==> src/hw/dacseq_pkg.sv <==
/*
  Package for the audio DAC power sequencer (host side).
  Holds register offsets, field positions, reset values, timing counts,
  the sequencer state type and the packed pin bundles.
  Assumes a 50 MHz system clock and AXI4-Lite register access.
*/
package dacseq_pkg;

  // Register offsets (byte addresses, one aligned word each)
  localparam logic [3:0] DACSEQ_CTRL_OFS = 4'h0;
  localparam logic [3:0] DACSEQ_CFG_OFS = 4'h4;
  localparam logic [3:0] DACSEQ_STAT_OFS = 4'h8;
  localparam logic [3:0] DACSEQ_DIV_OFS = 4'hc;

  // Control register fields
  localparam int DACSEQ_CTRL_UP_BIT = 0;
  localparam int DACSEQ_CTRL_DOWN_BIT = 1;
  localparam int DACSEQ_CTRL_PORMODE_BIT = 2;

  // Configuration register fields
  localparam int DACSEQ_CFG_FMT_BIT = 0;
  localparam int DACSEQ_CFG_FS_BIT = 1;
  localparam int DACSEQ_CFG_DEM_BIT = 2;

  // Divider register fields: frame and bit clock ratios
  localparam int DACSEQ_DIV_BCLK_LSB = 0;
  localparam int DACSEQ_DIV_FRAME_LSB = 8;

  // Reset values
  localparam logic [2:0] DACSEQ_CFG_RESET = 3'h0;
  localparam logic [7:0] DACSEQ_BCLK_HALF_RESET = 8'h02;
  localparam logic [7:0] DACSEQ_FRAME_HALF_RESET = 8'h20;

  // Timing: clock rate and start-up latency
  localparam longint DACSEQ_CLK_HZ = 50000000;
  localparam longint DACSEQ_STARTUP_MS = 50;
  localparam longint DACSEQ_STARTUP_CYC = (DACSEQ_STARTUP_MS * DACSEQ_CLK_HZ) / 1000;
  localparam int DACSEQ_SETTLE_CYC = 16;
  localparam logic [13:0] DACSEQ_ZERO_FRAMES = 14'h2000;

  // AXI response codes
  localparam logic [1:0] DACSEQ_RESP_OKAY = 2'h0;
  localparam logic [1:0] DACSEQ_RESP_SLVERR = 2'h2;

  // Sequencer states
  typedef enum logic [2:0] {
    DACSEQ_OFF,
    DACSEQ_SETTLE,
    DACSEQ_CLKRUN,
    DACSEQ_WAIT,
    DACSEQ_READY,
    DACSEQ_ZERO,
    DACSEQ_STOPCLK
  } dacseq_state_t;

  // Static configuration pins
  typedef struct packed {
    logic interface_format_select;
    logic fullscale_level_select;
    logic deemphasis_enable;
  } dacseq_cfg_t;

  // Clock pins toward the device
  typedef struct packed {
    logic master_clock;
    logic bit_clock;
    logic frame_clock;
  } dacseq_clk_t;

endpackage

==> src/hw/dacseq_host.sv <==
/*
  Host-side power sequencer for a pin-configured stereo audio DAC.
  Drives reset, static configuration pins and the master, bit and frame
  clocks, and mutes the audio source for the shutdown zero run.
  Software sees four word registers: control, configuration, status
  and clock divider; configuration and dividers change only while off.
  Every output toward the device comes from a flip-flop.
  Assumes supplies are up before software starts a power-up and that
  the audio source honours the mute output on frame boundaries.
*/
// Local design decisions: the register offsets and register access over AXI4-Lite.
// Summary of operation
// - Hold reset low while supplies ramp
// - Set configuration pins before starting device
// - Clocks running and locked before reset release
// - Raise reset only after clocks stable
// - Power-on-reset path keeps reset high
// - POR path starts clocks after config stable
// - Send 8192 zero frames before shutdown
// - Reset low after zero run on reset path
// - Stop master clock cleanly on POR path
// - Never emit a short master clock pulse
`timescale 1ns/1ps
`default_nettype none
module dacseq_host #(
  parameter longint STARTUP_CYC = dacseq_pkg::DACSEQ_STARTUP_CYC
) (
  input wire logic aclk,
  input wire logic aresetn,
  input wire logic [3:0] s_axi_awaddr,
  input wire logic s_axi_awvalid,
  output logic s_axi_awready,
  input wire logic [31:0] s_axi_wdata,
  input wire logic [3:0] s_axi_wstrb,
  input wire logic s_axi_wvalid,
  output logic s_axi_wready,
  output logic [1:0] s_axi_bresp,
  output logic s_axi_bvalid,
  input wire logic s_axi_bready,
  input wire logic [3:0] s_axi_araddr,
  input wire logic s_axi_arvalid,
  output logic s_axi_arready,
  output logic [31:0] s_axi_rdata,
  output logic [1:0] s_axi_rresp,
  output logic s_axi_rvalid,
  input wire logic s_axi_rready,
  output logic dac_reset_n,
  output dacseq_pkg::dacseq_cfg_t dac_cfg,
  output dacseq_pkg::dacseq_clk_t dac_clk,
  output logic audio_mute,
  output logic audio_valid
);

  // Sequencer state
  dacseq_pkg::dacseq_state_t state;
  dacseq_pkg::dacseq_state_t next_state;

  // Software-held registers
  logic por_mode; // Internal power-on reset path chosen
  dacseq_pkg::dacseq_cfg_t cfg; // Pending configuration levels
  logic [7:0] bclk_half; // Master clocks per bit clock half period
  logic [7:0] frame_half; // Bit clocks per frame half period
  logic up_req; // Power-up request pulse
  logic down_req; // Power-down request pulse

  // Clock generation state
  logic clk_run; // Clocks enabled
  logic mclk; // Master clock divider output
  logic [7:0] bdiv; // Bit clock divider counter
  logic bclk;
  logic [7:0] fdiv; // Frame clock divider counter
  logic fclk;

  // Timers
  logic [31:0] timer; // Settle and latency counter
  logic [13:0] zero_cnt; // Zero frames sent

  // AXI holding registers
  logic aw_held;
  logic w_held;
  logic [3:0] aw_addr;
  logic [31:0] w_data;
  logic [3:0] w_strb;

  // Edge enables: master clock falls on the next edge whenever it is high
  wire mclk_fall = mclk;
  // Bit clock toggles once per bclk_half master periods
  wire bit_tick = clk_run && mclk_fall && (bdiv == bclk_half - 8'h01);
  // Bit clock falling edge steps the frame divider
  wire bclk_fall = bit_tick && bclk;
  // Frame clock toggles once per frame_half bit periods
  wire frame_tick = bclk_fall && (fdiv == frame_half - 8'h01);
  // Counted once per frame by the zero run
  wire frame_start = frame_tick && fclk; // Frame clock falls: new frame

  // Write decode
  wire wr_go = aw_held && w_held && !s_axi_bvalid;
  wire wr_ctrl = wr_go && (aw_addr == dacseq_pkg::DACSEQ_CTRL_OFS) && w_strb[0];
  wire wr_cfg = wr_go && (aw_addr == dacseq_pkg::DACSEQ_CFG_OFS) && w_strb[0];
  wire wr_div = wr_go && (aw_addr == dacseq_pkg::DACSEQ_DIV_OFS);
  // Mapped write offsets; any other answers with an error
  wire wr_hit = (aw_addr == dacseq_pkg::DACSEQ_CTRL_OFS) || (aw_addr == dacseq_pkg::DACSEQ_CFG_OFS) ||
                (aw_addr == dacseq_pkg::DACSEQ_DIV_OFS);
  // Configuration and dividers are locked while the device runs
  wire idle = (state == dacseq_pkg::DACSEQ_OFF);

  // Read decode
  wire [31:0] stat_word = {24'h000000, audio_valid, audio_mute, dac_reset_n, clk_run, 1'b0, state};
  // Mapped read offsets; any other answers with an error
  wire rd_hit = (s_axi_araddr == dacseq_pkg::DACSEQ_CTRL_OFS) || (s_axi_araddr == dacseq_pkg::DACSEQ_CFG_OFS) ||
                (s_axi_araddr == dacseq_pkg::DACSEQ_STAT_OFS) || (s_axi_araddr == dacseq_pkg::DACSEQ_DIV_OFS);
  // Read data select; unmapped offsets read as zero
  wire [31:0] rd_word = (s_axi_araddr == dacseq_pkg::DACSEQ_CTRL_OFS) ? {29'h0, por_mode, 2'h0} :
                        (s_axi_araddr == dacseq_pkg::DACSEQ_CFG_OFS) ? {29'h0, cfg} :
                        (s_axi_araddr == dacseq_pkg::DACSEQ_STAT_OFS) ? stat_word :
                        (s_axi_araddr == dacseq_pkg::DACSEQ_DIV_OFS) ? {16'h0, frame_half, bclk_half} :
                        32'h0;

  // Handshake outputs
  assign s_axi_awready = !aw_held;
  assign s_axi_wready = !w_held;
  // One read at a time: a new address waits while data stands
  assign s_axi_arready = !s_axi_rvalid;

  // Write address capture
  always_ff @(posedge aclk) begin
    if (!aresetn) begin
      aw_held <= 1'b0;
      aw_addr <= 4'h0;
    end else if (s_axi_awvalid && !aw_held) begin
      aw_held <= 1'b1;
      aw_addr <= s_axi_awaddr;
    end else if (wr_go) begin
      aw_held <= 1'b0;
    end
  end

  // Write data capture
  always_ff @(posedge aclk) begin
    if (!aresetn) begin
      w_held <= 1'b0;
      w_data <= 32'h0;
      w_strb <= 4'h0;
    end else if (s_axi_wvalid && !w_held) begin
      w_held <= 1'b1;
      w_data <= s_axi_wdata;
      w_strb <= s_axi_wstrb;
    end else if (wr_go) begin
      w_held <= 1'b0;
    end
  end

  // Write response
  always_ff @(posedge aclk) begin
    if (!aresetn) begin
      s_axi_bvalid <= 1'b0;
      s_axi_bresp <= dacseq_pkg::DACSEQ_RESP_OKAY;
    end else if (wr_go) begin
      s_axi_bvalid <= 1'b1;
      s_axi_bresp <= wr_hit ? dacseq_pkg::DACSEQ_RESP_OKAY : dacseq_pkg::DACSEQ_RESP_SLVERR;
    end else if (s_axi_bready) begin
      s_axi_bvalid <= 1'b0;
    end
  end

  // Read response
  always_ff @(posedge aclk) begin
    if (!aresetn) begin
      s_axi_rvalid <= 1'b0;
      s_axi_rdata <= 32'h0;
      s_axi_rresp <= dacseq_pkg::DACSEQ_RESP_OKAY;
    end else if (s_axi_arvalid && !s_axi_rvalid) begin
      s_axi_rvalid <= 1'b1;
      s_axi_rdata <= rd_word;
      s_axi_rresp <= rd_hit ? dacseq_pkg::DACSEQ_RESP_OKAY : dacseq_pkg::DACSEQ_RESP_SLVERR;
    end else if (s_axi_rready) begin
      s_axi_rvalid <= 1'b0;
    end
  end

  // Software registers; mode, pins and ratios change only while off
  always_ff @(posedge aclk) begin
    if (!aresetn) begin
      por_mode <= 1'b0;
      cfg <= dacseq_pkg::DACSEQ_CFG_RESET;
      bclk_half <= dacseq_pkg::DACSEQ_BCLK_HALF_RESET;
      frame_half <= dacseq_pkg::DACSEQ_FRAME_HALF_RESET;
      up_req <= 1'b0;
      down_req <= 1'b0;
    end else begin
      // Request bits act as one-cycle pulses
      up_req <= wr_ctrl && w_data[dacseq_pkg::DACSEQ_CTRL_UP_BIT];
      down_req <= wr_ctrl && w_data[dacseq_pkg::DACSEQ_CTRL_DOWN_BIT];
      if (wr_ctrl && idle) begin
        por_mode <= w_data[dacseq_pkg::DACSEQ_CTRL_PORMODE_BIT];
      end
      if (wr_cfg && idle) begin
        cfg <= w_data[2:0];
      end
      // A zero divider byte would stall the clocks, so it is ignored
      if (wr_div && idle && w_strb[0] && w_data[7:0] != 8'h00) begin
        bclk_half <= w_data[dacseq_pkg::DACSEQ_DIV_BCLK_LSB +: 8];
      end
      if (wr_div && idle && w_strb[1] && w_data[15:8] != 8'h00) begin
        frame_half <= w_data[dacseq_pkg::DACSEQ_DIV_FRAME_LSB +: 8];
      end
    end
  end

  // Master clock: half rate, stops only after a full high phase
  always_ff @(posedge aclk) begin
    if (!aresetn) begin
      mclk <= 1'b0;
    end else if (clk_run || mclk) begin
      // Finishing a high phase keeps the last pulse full width
      mclk <= !mclk;
    end
  end

  // Bit and frame clocks derived synchronously from the master clock
  always_ff @(posedge aclk) begin
    if (!aresetn || !clk_run) begin
      // Dividers restart from zero on every clock start
      bdiv <= 8'h00;
      bclk <= 1'b0;
      fdiv <= 8'h00;
      fclk <= 1'b0;
    end else if (mclk_fall) begin
      bdiv <= bit_tick ? 8'h00 : bdiv + 8'h01;
      if (bit_tick) begin
        bclk <= !bclk;
      end
      // Frame divider advances once per bit clock period
      if (bclk_fall) begin
        fdiv <= frame_tick ? 8'h00 : fdiv + 8'h01;
      end
      if (frame_tick) begin
        fclk <= !fclk;
      end
    end
  end

  // Next-state decode
  always_comb begin
    next_state = state;
    unique case (state)
      dacseq_pkg::DACSEQ_OFF: begin
        // Idle until a power-up pulse
        if (up_req) begin
          next_state = dacseq_pkg::DACSEQ_SETTLE;
        end
      end
      dacseq_pkg::DACSEQ_SETTLE: begin
        // Configuration pins settle with clocks stopped
        if (timer == 32'(dacseq_pkg::DACSEQ_SETTLE_CYC - 1)) begin
          next_state = dacseq_pkg::DACSEQ_CLKRUN;
        end
      end
      dacseq_pkg::DACSEQ_CLKRUN: begin
        // Clocks run and lock while reset is still low, except in power-on-reset mode where it stays high
        if (timer == 32'(dacseq_pkg::DACSEQ_SETTLE_CYC - 1)) begin
          next_state = dacseq_pkg::DACSEQ_WAIT;
        end
      end
      dacseq_pkg::DACSEQ_WAIT: begin
        // Device starting; wait out the start-up latency
        if (timer == 32'(STARTUP_CYC - 1)) begin
          next_state = dacseq_pkg::DACSEQ_READY;
        end
      end
      dacseq_pkg::DACSEQ_READY: begin
        // Audio flows until a power-down pulse
        if (down_req) begin
          next_state = dacseq_pkg::DACSEQ_ZERO;
        end
      end
      dacseq_pkg::DACSEQ_ZERO: begin
        // Muted run of zero frames before shutdown
        if (frame_start && zero_cnt == dacseq_pkg::DACSEQ_ZERO_FRAMES) begin
          next_state = dacseq_pkg::DACSEQ_STOPCLK;
        end
      end
      dacseq_pkg::DACSEQ_STOPCLK: begin
        // Master clock ends after its high phase
        if (!mclk) begin
          next_state = dacseq_pkg::DACSEQ_OFF;
        end
      end
      default: begin
        // Unused encoding falls back to off
        next_state = dacseq_pkg::DACSEQ_OFF;
      end
    endcase
  end

  // Sequencer state and timers
  always_ff @(posedge aclk) begin
    if (!aresetn) begin
      state <= dacseq_pkg::DACSEQ_OFF;
      timer <= 32'h0;
      zero_cnt <= 14'h0;
    end else begin
      state <= next_state;
      // Timer restarts on every state change
      timer <= (next_state != state) ? 32'h0 : timer + 32'h1;
      // Zero-run frame counter, cleared outside the run
      if (state != dacseq_pkg::DACSEQ_ZERO) begin
        zero_cnt <= 14'h0;
      end else if (frame_start && zero_cnt != dacseq_pkg::DACSEQ_ZERO_FRAMES) begin
        zero_cnt <= zero_cnt + 14'h1;
      end
    end
  end

  // Pin outputs
  always_ff @(posedge aclk) begin
    if (!aresetn) begin
      dac_reset_n <= 1'b0;
      dac_cfg <= dacseq_pkg::DACSEQ_CFG_RESET;
      clk_run <= 1'b0;
      audio_mute <= 1'b1;
      audio_valid <= 1'b0;
    end else begin
      // Reset low while off; high constantly in power-on-reset mode
      dac_reset_n <= por_mode ? 1'b1 :
                     (next_state == dacseq_pkg::DACSEQ_WAIT || next_state == dacseq_pkg::DACSEQ_READY ||
                      next_state == dacseq_pkg::DACSEQ_ZERO || (next_state == dacseq_pkg::DACSEQ_STOPCLK && por_mode));
      // Configuration pins settle before any clock starts
      if (state == dacseq_pkg::DACSEQ_OFF && up_req) begin
        dac_cfg <= cfg;
      end
      // Clocks run from the clock-start state to the end of the zero run
      clk_run <= (next_state == dacseq_pkg::DACSEQ_CLKRUN) || (next_state == dacseq_pkg::DACSEQ_WAIT) ||
                 (next_state == dacseq_pkg::DACSEQ_READY) || (next_state == dacseq_pkg::DACSEQ_ZERO);
      // Source sends zeros whenever audio is not ready
      audio_mute <= (next_state != dacseq_pkg::DACSEQ_READY);
      audio_valid <= (next_state == dacseq_pkg::DACSEQ_READY);
    end
  end

  // Clock pin bundle
  assign dac_clk = '{master_clock: mclk, bit_clock: bclk, frame_clock: fclk};

endmodule
`default_nettype wire

==> config.mk <==
export PLATFORM = sky130hd
export DESIGN_NAME = dacseq_host
export DESIGN_NICKNAME = d
export VERILOG_FILES = /design/src/hw/dacseq_pkg.sv /design/src/hw/dacseq_host.sv
export SDC_FILE = /design/constraint.sdc
export NUM_CORES = 1
export LEC_CHECK = 0
export BUFFER_PORTS_ARGS = -buffer_cell sky130_fd_sc_hd__clkbuf_2
export CAP_MARGIN = 20
export CORE_ASPECT_RATIO = 1.4
export CORE_MARGIN = 8
export CORE_UTILIZATION = 55
export CTS_CLUSTER_DIAMETER = 40
export DETAILED_ROUTE_END_ITERATION = 16
export PLACE_DENSITY_LB_ADDON = 0.1
export SLEW_MARGIN = 10
export SYNTH_ARGS = -nofsm -noshare
export SYNTH_HDL_FRONTEND = slang
export SYNTH_SLANG_ARGS = --single-unit
==> constraint.sdc <==
create_clock -name aclk -period 3.76 [get_ports aclk]
set_clock_uncertainty 0.1 [all_clocks]
set_input_delay 0.376 -clock aclk [delete_from_list [all_inputs] [get_ports aclk]]
set_output_delay 0.376 -clock aclk [all_outputs]
set_load 0.02 [all_outputs]
==> impl_results.md <==
* Status: finished clean
* Vias in the first global route at 5839
* Initial antenna violation count at 0
* R2R depth at 10
* Final WS setup at 0.850 ns
* Most common cell in the netlist: dfxtp_1
* Seq/Total Area, Yosys at 0.410
* Routed WL per cell at 15.9 um
* Final hold violation count at 0
* Hold Path End: s_axi_rvalid
* All-layer global routing usage at 0.197
* Yosys top cell area share at 0.410
* Max-Cap Viols at 0
* Syn Inst Count at 820
* FF+latch count, synth at 141
* CTS H-tree lvls at 4
* Post-synth top flop: dfxtp_1
* Reg2reg start: frame_half[0]
* Global-route wire length before repair at 27.7 mm
* Syn. warnings at 0
* Fin util at 0.638
* Crit path capture type: flop
* Antenna-violating nets left at 0
* DIE AREA at 16400 sq um
* Drt first pass iters at 5
* Skew-Pair Late Insertion Delay at 0.41 ns
* ANT cells at 0
* Most used cell, CP: buf_4
* Slew at the pin closest to its max-slew limit at 0.737 ns
* Starting Density at 0.561
* Filler Cell Count at 1092
* Crit-path max FO at 35
* Post-CTS Setup Bufs at 0
* RSZ-0062 raised after global routing: false
* Ports at 101
* Placer congestion estimate at 0.889
* Port bufs at 64
* Clock Tree Buf Depth at 2
* Share of cells above drive strength 1 at 0.141
* Total CTS buffers at 17
* Worst Hold Launch: s_axi_rready
* Place WS at 0.892 ns
* Routed via count at 5889
* Asr flop ratio synth at 0
* Cts repair resizes at 0
* Worst Hold Class: input port to flop
* Post-Route WL at 16.3 mm
* Mapped cell area at 6880 sq um
* Setup TNS at 0 ns
* Clock-pin transition on the worst setup and hold timing paths at 0.06 ns
* EDFF count, synth at 0
* Fmax at 344 MHz
* Worst path bufs/invs at 3
* Crit-path cells: inv_1, ha_1, or3b_2, xnor2_1, and4_1, o2111ai_1, buf_4, nor4_4, buf_4, o21ai_0
* Starting DRC count in detailed routing at 320
* Leakage at 2.89 nW
* Area taken by multi-input logic gates at 3660 sq um
* Nets at 920
* Vert. Die Dim at 148 um
* Post-synth top cells: dfxtp_1 (141), nand2_1 (107), nor2_1 (68)
* Row count at 48
* Detailed placement HPWL at 11.6 mm
* Synth area leader: dfxtp_1
* Synth Area per Inst at 8.39 sq um
* R2R setup slack at 0.85 ns
* Pwr/cell area at 461 nW/um^2
* Total grt overflow at 0
* Vias per cell at 5.75
* Core area at 12300 sq um
* Slowest library cell on the worst path: or3b_2
* FF+latch area at 2820 sq um
* Reg2reg end: dac_reset_n
* Clk sinks at 141
* VDD IR max at 0.311 mV
* DRC at 0
* Critical path startpoint category: flop
* Tmin final at 2.91 ns
* Final Cycle Share at 0.774
* DIE WIDTH at 111 um
* Synth cell types at 57
* Slew Limit Headroom at 0.505
* Clk root buf: clkbuf_16
* Cell family with most CP delay: simple AND/OR/NAND/NOR gates
* Max Slew Vio Count at 0
* CTS tree: built
* Crit path largest cell delay at 0.49 ns
* Main area contributors after synthesis: dfxtp_1 (41%), nand2_1 (5.8%), xnor2_1 (4.2%)
* Worst Path Required at 3.93 ns
* Worst path arrival time at 3.08 ns
* Post-CTS Hold Buffers at 0
* Syn-to-layout area delta at 13.7%
* Final number of setup-violating endpoints at 0
* Pin count of the biggest net entering global routing at 66
* Hold Crit Depth at 2
* Setup Crit Path Kind: flop to flop
[per-layer routing]
metal  vias up  wire [um]  track usage
met4         0        169       0.0705
met2       117       8230        0.342
met3        16        583       0.0451
met1      2821       7340        0.231
met5         -          0            0
li1       2935          -            -
[registers in the layout, indices dropped and copies added (netlist names), 2 cells and up]
register	count
w_strb	2
zero_cnt	14
fdiv	8
timer	32
bclk_half	8
cfg	3
state	3
aw_addr	4
s_axi_rdata	16
dac_cfg	3
w_data	16
bdiv	8
frame_half	8
[metrics by stage]
| step | cells | hold WS (ns) | power (mW) | area [sq um] |
|---|---|---|---|---|
| after floorplan | 837 | 0.331 | 1.67 | 6940 |
| after global placement | 992 | 0.343 | 1.70 | 7130 |
| after detailed placement | 992 | 0.350 | 1.70 | 7130 |
| after CTS | 1024 | 0.0372 | 3.63 | 7810 |
| after global routing | 1025 | 0.0425 | 3.72 | 7820 |
| final | 1025 | 0.0438 | 3.60 | 7820 |
[area by class of cell]
type	instances	area share
Clock inverter	15	0.0325
Timing Repair Buffer	72	0.0487
Inverter	22	0.0106
Clock buffer	17	0.0544
Tap cell	150	0.0240
Multi-Input combinational cell	608	0.469
Sequential cell	141	0.361
[logic make-up after synthesis]
family,after synthesis,share of synthesized area
simple gates,374,0.279
flops,141,0.410
fa+ha+maj,7,0.0127
compound gates,119,0.108
mux,34,0.0522
other cells,1,0.000545
xor+xnor,56,0.0713
buf+inv,88,0.0660
[report_power, final]
part	switching, mW	internal (mW)	leakage (nW)
Clock	0.673	1.26	0.330
Sequential	0.0186	1.52	1.14
Combinational	0.0922	0.0445	1.42
[placed cells by master, fill, tap and decap left out, types with 6 or more instances in the layout]
| cell type | Yosys | layout |
|---|---|---|
| dfxtp_1 | 141 | 141 |
| nand2_1 | 107 | 107 |
| nor2_1 | 68 | 68 |
| clkbuf_2 | 0 | 64 |
| a21oi_1 | 52 | 52 |
| nor3_1 | 50 | 50 |
| xnor2_1 | 33 | 33 |
| nand3_1 | 28 | 28 |
| mux2i_1 | 28 | 28 |
| nand4_1 | 25 | 25 |
| xor2_1 | 23 | 23 |
| inv_1 | 22 | 21 |
| or3_1 | 19 | 19 |
| conb_1 | 1 | 18 |
| clkbuf_16 | 0 | 17 |
| o21ai_0 | 15 | 15 |
| nor4_1 | 15 | 15 |
| a22oi_1 | 14 | 14 |
| and3_1 | 13 | 13 |
| and4_1 | 11 | 11 |
| nand2b_1 | 8 | 8 |
| buf_4 | 21 | 8 |
| ha_1 | 7 | 7 |
| inv_6 | 0 | 7 |
| o31ai_1 | 6 | 6 |
| bufinv_16 | 0 | 6 |
[worst max path at each step]
stage	from	endpoint	slack [ns]	cells past startpoint
floorplan	bclk_half[0]	timer[22]	1.01	12
global placement	frame_half[0]	clk_run	0.98	10
detailed placement	bclk_half[0]	dac_reset_n	0.89	9
CTS	bclk_half[0]	dac_reset_n	0.87	9
global route	bclk_half[0]	zero_cnt[3]	0.59	9
finish	frame_half[0]	dac_reset_n	0.85	10
Note: power is estimated with default switching activity, not from simulation.
